`src/logic/mbo_defs.svh`:
```
// constants for the memory barrier ordering block
`ifndef MBO_DEFS_SVH
`define MBO_DEFS_SVH
`define MBO_STYPE_MSB 10
`define MBO_STYPE_LSB 6
`define MBO_STYPE_W 5
`define MBO_CODE_FULL 5'h00
`define MBO_CODE_STORE_ORD 5'h04
`define MBO_CODE_FULL_ORD 5'h10
`define MBO_CODE_ACQUIRE 5'h11
`define MBO_CODE_RELEASE 5'h12
`define MBO_CODE_LOAD_ORD 5'h13
`define MBO_CNT_W 6
`define MBO_CNT_ZERO 6'h00
`define MBO_CNT_ONE 6'h01
`endif

```
`src/logic/mbo_pkg.sv`:
```
// types shared by the memory barrier ordering block
`include "mbo_defs.svh"
package mbo_pkg;
    // kind of memory operation entering the load/store datapath
    typedef enum logic [2:0] {
        MBO_K_LOAD,
        MBO_K_STORE,
        MBO_K_CACHE,
        MBO_K_PREFETCH_OP,
        MBO_K_INDEXED_PREFETCH_OP,
        MBO_K_FETCH
    } mbo_kind_t;

    // what a decoded barrier waits on and holds back
    typedef struct packed {
        logic wait_ld;
        logic wait_st;
        logic hold_ld;
        logic hold_st;
        logic completion;
    } mbo_sel_t;

    typedef enum logic {
        MBO_IDLE,
        MBO_WAIT
    } mbo_fsm_t;

    typedef struct packed {
        mbo_fsm_t fsm;
        mbo_sel_t sel;
        logic [`MBO_CNT_W-1:0] ld_unord;
        logic [`MBO_CNT_W-1:0] st_unord;
        logic [`MBO_CNT_W-1:0] ld_open;
        logic [`MBO_CNT_W-1:0] st_open;
        logic hold_loads;
        logic hold_stores;
        logic busy;
        logic done;
    } mbo_state_t;
endpackage : mbo_pkg

```
`src/logic/mbo_sel_if.sv`:
```
// link between barrier control and the type decoder
`timescale 1ns/1ps
`default_nettype none
`include "mbo_defs.svh"
interface mbo_sel_if;
    logic [`MBO_STYPE_W-1:0] stype;
    mbo_pkg::mbo_sel_t sel;
    modport dec (input stype, output sel);
    modport ctl (output stype, input sel);
endinterface : mbo_sel_if
`default_nettype wire

```
`src/logic/mbo_stype_decode.sv`:
```
// barrier type field decoder
`timescale 1ns/1ps
`default_nettype none
`include "mbo_defs.svh"
module mbo_stype_decode #(
    parameter bit ORDER_BARRIERS_EN = 1'b1
) (
    mbo_sel_if.dec sif
);
    // map the type code onto wait and hold selections
    always_comb begin
        sif.sel = '{wait_ld: 1'b1, wait_st: 1'b1, hold_ld: 1'b1, hold_st: 1'b1, completion: 1'b1};
        if (ORDER_BARRIERS_EN) begin
            unique case (sif.stype)
                `MBO_CODE_STORE_ORD: begin
                    sif.sel = '{wait_ld: 1'b0, wait_st: 1'b1, hold_ld: 1'b0, hold_st: 1'b1, completion: 1'b0};
                end
                `MBO_CODE_FULL_ORD: begin
                    sif.sel = '{wait_ld: 1'b1, wait_st: 1'b1, hold_ld: 1'b1, hold_st: 1'b1, completion: 1'b0};
                end
                `MBO_CODE_ACQUIRE: begin
                    sif.sel = '{wait_ld: 1'b1, wait_st: 1'b0, hold_ld: 1'b1, hold_st: 1'b1, completion: 1'b0};
                end
                `MBO_CODE_RELEASE: begin
                    sif.sel = '{wait_ld: 1'b1, wait_st: 1'b1, hold_ld: 1'b0, hold_st: 1'b1, completion: 1'b0};
                end
                `MBO_CODE_LOAD_ORD: begin
                    sif.sel = '{wait_ld: 1'b1, wait_st: 1'b0, hold_ld: 1'b1, hold_st: 1'b0, completion: 1'b0};
                end
                default: begin
                    sif.sel = '{wait_ld: 1'b1, wait_st: 1'b1, hold_ld: 1'b1, hold_st: 1'b1, completion: 1'b1};
                end
            endcase
        end
    end

endmodule : mbo_stype_decode
`default_nettype wire

```
`src/logic/mbo_barrier.sv`:
```
// memory barrier ordering control, top level
`timescale 1ns/1ps
`default_nettype none
`include "mbo_defs.svh"
module mbo_barrier #(
    parameter bit ORDER_BARRIERS_EN = 1'b1
) (
    input wire logic clock,
    input wire logic resetn,
    input wire logic clk_en,
    input wire logic barrier_req,
    input wire logic [31:0] barrier_instr,
    input wire logic issue_valid,
    input wire mbo_pkg::mbo_kind_t issue_kind,
    input wire logic issue_sync,
    input wire logic ld_ordered,
    input wire logic st_ordered,
    input wire logic ld_written,
    input wire logic st_global,
    output logic hold_loads,
    output logic hold_stores,
    output logic barrier_busy,
    output logic barrier_done
);
    mbo_pkg::mbo_state_t st;
    mbo_pkg::mbo_state_t next_st;
    mbo_sel_if sif ();
    logic is_ld;
    logic is_st;
    logic old_ld_ok;
    logic old_st_ok;
    logic cond_met;

    // type field goes to the decoder
    assign sif.stype = barrier_instr[`MBO_STYPE_MSB:`MBO_STYPE_LSB];

    mbo_stype_decode #(
        .ORDER_BARRIERS_EN(ORDER_BARRIERS_EN)
    ) u_decode (
        .sif(sif.dec)
    );

    // classify an issued op; only synchronizable traffic is tracked
    always_comb begin
        is_ld = 1'b0;
        is_st = 1'b0;
        if (issue_valid && issue_sync) begin
            unique case (issue_kind)
                mbo_pkg::MBO_K_LOAD: is_ld = 1'b1;
                mbo_pkg::MBO_K_STORE: is_st = 1'b1;
                mbo_pkg::MBO_K_CACHE: is_st = 1'b1;
                mbo_pkg::MBO_K_PREFETCH_OP: is_ld = 1'b1;
                mbo_pkg::MBO_K_INDEXED_PREFETCH_OP: is_ld = 1'b1;
                mbo_pkg::MBO_K_FETCH: is_ld = 1'b0;
                default: is_ld = 1'b0;
            endcase
        end
    end

    // barrier condition on the tracked older operations
    always_comb begin
        if (st.sel.completion) begin
            old_ld_ok = !st.sel.wait_ld || st.ld_open == `MBO_CNT_ZERO;
            old_st_ok = !st.sel.wait_st || st.st_open == `MBO_CNT_ZERO;
        end else begin
            old_ld_ok = !st.sel.wait_ld || st.ld_unord == `MBO_CNT_ZERO;
            old_st_ok = !st.sel.wait_st || st.st_unord == `MBO_CNT_ZERO;
        end
        cond_met = old_ld_ok && old_st_ok;
    end

    // adjust a counter by one increment and one decrement
    function automatic logic [`MBO_CNT_W-1:0] bump(input logic [`MBO_CNT_W-1:0] c, input logic up,
                                                   input logic down);
        logic [`MBO_CNT_W-1:0] r;
        r = c;
        if (up && !down) begin
            r = c + `MBO_CNT_ONE;
        end else if (down && !up) begin
            r = c - `MBO_CNT_ONE;
        end
        return r;
    endfunction : bump

    // next state: counters always track, fsm takes and releases barriers
    always_comb begin
        next_st = st;
        next_st.done = 1'b0;
        next_st.ld_unord = bump(st.ld_unord, is_ld, ld_ordered);
        next_st.st_unord = bump(st.st_unord, is_st, st_ordered);
        next_st.ld_open = bump(st.ld_open, is_ld, ld_written);
        next_st.st_open = bump(st.st_open, is_st, st_global);
        unique case (st.fsm)
            mbo_pkg::MBO_IDLE: begin
                if (barrier_req) begin
                    next_st.fsm = mbo_pkg::MBO_WAIT;
                    next_st.sel = sif.sel;
                    next_st.hold_loads = sif.sel.hold_ld;
                    next_st.hold_stores = sif.sel.hold_st;
                    next_st.busy = 1'b1;
                end
            end
            mbo_pkg::MBO_WAIT: begin
                if (cond_met) begin
                    next_st.fsm = mbo_pkg::MBO_IDLE;
                    next_st.hold_loads = 1'b0;
                    next_st.hold_stores = 1'b0;
                    next_st.busy = 1'b0;
                    next_st.done = 1'b1;
                end
            end
        endcase
    end

    // state register, frozen while the clock enable is low
    always_ff @(posedge clock or negedge resetn) begin
        if (!resetn) begin
            st <= '{fsm: mbo_pkg::MBO_IDLE, sel: '0, ld_unord: `MBO_CNT_ZERO, st_unord: `MBO_CNT_ZERO,
                    ld_open: `MBO_CNT_ZERO, st_open: `MBO_CNT_ZERO, hold_loads: 1'b0, hold_stores: 1'b0,
                    busy: 1'b0, done: 1'b0};
        end else if (clk_en) begin
            st <= next_st;
        end
    end

    // outputs straight from the state register
    assign hold_loads = st.hold_loads;
    assign hold_stores = st.hold_stores;
    assign barrier_busy = st.busy;
    assign barrier_done = st.done;
endmodule : mbo_barrier
`default_nettype wire

```
`config.mk`:
```
export PLATFORM = sky130hd
export DESIGN_NAME = mbo_barrier
export DESIGN_NICKNAME = d
export VERILOG_FILES = /design/src/logic/mbo_pkg.sv /design/src/logic/mbo_sel_if.sv /design/src/logic/mbo_stype_decode.sv /design/src/logic/mbo_barrier.sv
export VERILOG_INCLUDE_DIRS = /design/src /design/src/logic
export SDC_FILE = /design/constraint.sdc
export NUM_CORES = 1
export LEC_CHECK = 0
export ABC_AREA = 1
export BUFFER_PORTS_ARGS = -buffer_cell sky130_fd_sc_hd__buf_2
export CORE_ASPECT_RATIO = 0.9
export CORE_MARGIN = 5
export CORE_UTILIZATION = 50
export CTS_CLUSTER_SIZE = 8
export DETAILED_ROUTE_END_ITERATION = 16
export GPL_TIMING_DRIVEN = 0
export PLACE_DENSITY = 0.71
export SETUP_SLACK_MARGIN = 0.2
export SLEW_MARGIN = 0
export SYNTH_ARGS = -nofsm -noshare
export SYNTH_HDL_FRONTEND = slang
export SYNTH_SLANG_ARGS = --single-unit
```
`constraint.sdc`:
```
create_clock -name clock -period 3.8 [get_ports clock]
set_clock_uncertainty 0.1 [all_clocks]
set_input_delay 1.14 -clock clock [delete_from_list [all_inputs] [get_ports clock]]
set_output_delay 1.14 -clock clock [all_outputs]
set_load 0.02 [all_outputs]
```
==> results by group <==
Status
  • Outcome: finished, final reports clean

Cells and area
  • Post-Layout Cell Count: between 300 and 400
  • Ant diodes: 0
  • Highest-count cells in the layout ignoring fill and taps: 86 x nand2_1, 32 x inv_1, 32 x dfrtp_1, 24 x nand3_1, 21 x buf_2
  • Area grow syn2layout: 13.3%
  • Commonest non-fill, non-tap cell in the layout: nand2_1
  • Final instance area: 2490 µm²
  • Share of cells above drive strength 1: between 10 and 15%
  • Fin nets: 377

Logic synthesis
  • Post-synth top area share: a little over a third
  • Synth area leader: dfrtp_1
  • Area share of xor/xnor cells in the synthesized design: under 10%
  • Mapped Area: around 2200 µm²
  • Mapped Nets: about 350
  • Ranking of synthesized cells by area: dfrtp_1 36%, nand2_1 15%, ha_1 11%
  • Seq/Total Area, Yosys: 36.5%
  • Flops & latches, synth: 32
  • Synth Instances: 280
  • Post-Synth Adder-Cell Area: between 10% and 20%
  • Library cells used by synthesis: 23
  • Yosys warning count: 0
  • Syn avg cell area: ~7.8 µm²
  • Post-synthesis simple-gate area fraction: roughly 28%
  • Largest family of logic cells by synthesized area: simple AND/OR/NAND/NOR gates
  • Post-synthesis mux area share: 0%
  • Synth Area in Compound Gates: between 9 and 10%

Global routing
  • Total grt overflow: 0
  • Total GRT Usage: between 10% and 20%
  • Pin count of the biggest net entering global routing: 33
  • First-pass GRT wire length: a little over 7000 µm
  • Initial antenna violation count: 0
  • Vias in the first global route: ~1,700

Clocking
  • Clk pin slew, worst setup/hold paths: about 0.07 ns
  • CTS Buf Count: 5
  • Root Buffer: clkbuf_8
  • Hold buffer count at cts: 0
  • CTS tree: yes
  • Postcts setup bufs: 0
  • H-tree levels: 2
  • Clock sinks: 32
  • Worst-case clock buffer depth: 2
  • Worst skew pair latency: ~0.29 ns
  • Resize count post-CTS: 0

Drt
  • DR WL/cell: 10.9 µm
  • First-pass iteration count of the detailed router: 4
  • Drt total wl: approximately 4000 µm
  • DRT iter0 DRCs: 94
  • Via Count: 1,763
  • Number of nets still failing antenna checks after routing: 0
  • DRC viols: 0
  • DR vias/cell: ~4.8

Critical path
  • Arrival @ worst endpoint: ~3.1 ns
  • Critical-path cell list: buf_2 -> or2_2 -> a21oi_1 -> ha_1 -> inv_1 -> ha_1 -> a21oi_1 -> nand2_1 -> or2_1 -> nand3_1 -> nand2_1
  • Worst Path Required: around 3.9 ns
  • Worst path max stage delay: roughly 0.37 ns
  • Worst setup EP type: flip-flop
  • Critical Path Fanout Max: 5
  • Setup crit start kind: input pin
  • Top Family by Delay on Critical Path: simple AND/OR/NAND/NOR gates
  • Reg2Reg Setup Slack: around 2.2 ns
  • Crit-path slowest cell: ha_1
  • CP bufs+invs: 2
  • Worst Setup Path Type: in -> reg

Run
  • Max-cap check violation count: 0

Timing
  • Setup violators final: 0
  • Slew headroom: roughly 52%
  • FMAX: between 0.3 and 0.4 GHz
  • Setup_tns: 0 ns
  • Final Hold Fails: 0
  • Slew Limit Fails: 0
  • Period utilization: 80.3%
  • Worst Max-Slew Pin Slew: slightly above 0.7 ns
  • Tmin final: just over 3 ns
  • RSZ-0062 raised after global routing: no

Power and ir drop
  • Leakage power: ~1.3 nW
  • Power Density: about 770 nW/µm²
  • Largest vdd supply drop: about 0.41 mV
  • Total power: 1.91 mW

Placement
  • Placed Area: 2380 µm²
  • Routability cong.: a little over 0.8
  • Dpl cells: approximately 360
  • Port bufs: 21
  • HPWL Detailed: between 3000 and 4000 µm

Floorplan
  • Die Ht: 72.9 µm
  • Die width: approximately 80 µm
  • Die Area: between 5000 and 6000 µm²
  • Core Area: 4160 µm²
  • Initial Util: between 50% and 60%
  • Rows: 22
  • I/O pins: ~50

Min path
  • Hold WC Path Type: reg -> reg
kinds of logic after synthesis:
logic type      count (synthesis)
buf+inv                        37
xor+xnor                       12
compound gates                 38
fa+ha+maj                      24
simple gates                  137
flops                          32
Yosys cell counts, drive strengths merged:
cell,instances
nor3,3
nand2,86
nand4,1
o31ai,1
xnor2,8
nand3b,1
ha,20
fa,4
o21ai,19
or2,5
nand3,26
a21oi,18
dfrtp,32
xor2,4
nor2,15
inv,37
worst register-to-register path, delay by kind of cell (launching register included):
family	cells	cell delay, ns
AOI/OAI and AO/OA	1	0.14
adders and majority gates	1	0.36
DFF	1	0.40
and+or+nand+nor	4	0.49
area by class of cell:
| cell class | instances | area (µm²) |
|---|---|---|
| inverter | 37 | 139 |
| clock inverter | 3 | 42.5 |
| clock buffer | 5 | 68.8 |
| tap | 60 | 75.1 |
| sequential | 32 | 801 |
| fill | 391 | 1670 |
| timing repair buffer | 21 | 105 |
| multi-input combinational | 211 | 1260 |
power breakdown:
part / total, mW / internal [mW] / leakage, nW / switching (mW)
Sequential: 0.664 / 0.505 / 0.391 / 0.159
Combinational: 0.911 / 0.405 / 0.844 / 0.506
Clock: 0.332 / 0.194 / 0.0541 / 0.138
Total: 1.91 / 1.10 / 1.29 / 0.803
state kept, by name (all words and copies together) (netlist names):
register      flops
hold_stores       1
hold_loads        1
barrier_done      1
barrier_busy      1
st               28
metrics by stage:
stage,setup slack [ns],hold slack [ns],util [%]
after floorplan,0.794,0.350,-
after global placement,0.464,0.364,57.2
after detailed placement,0.443,0.355,57.2
after CTS,0.752,0.371,59.8
after global routing,0.616,0.397,59.8
final,0.750,0.367,59.8
metal layers:
layer	routed length (µm)	global-route usage, %
met5	0	0
met4	51	6.19
met3	121	3.09
met2	1670	22.5
met1	2180	22.8
worst paths after layout:
| path | startpoint | cells past startpoint | endpoint |
|---|---|---|---|
| min in group asynchronous | resetn | 1 | st[4] |
| setup / recovery | issue_kind[0] | 11 | st[25] |
| max in group asynchronous | resetn | 1 | st[28] |
| setup reg to reg | st[6] | 6 | st[7] |
| hold / removal | barrier_busy | 2 | barrier_busy |
| hold reg to reg | barrier_busy | 2 | barrier_busy |
No activity file was read; power rests on OpenSTA's default activity.
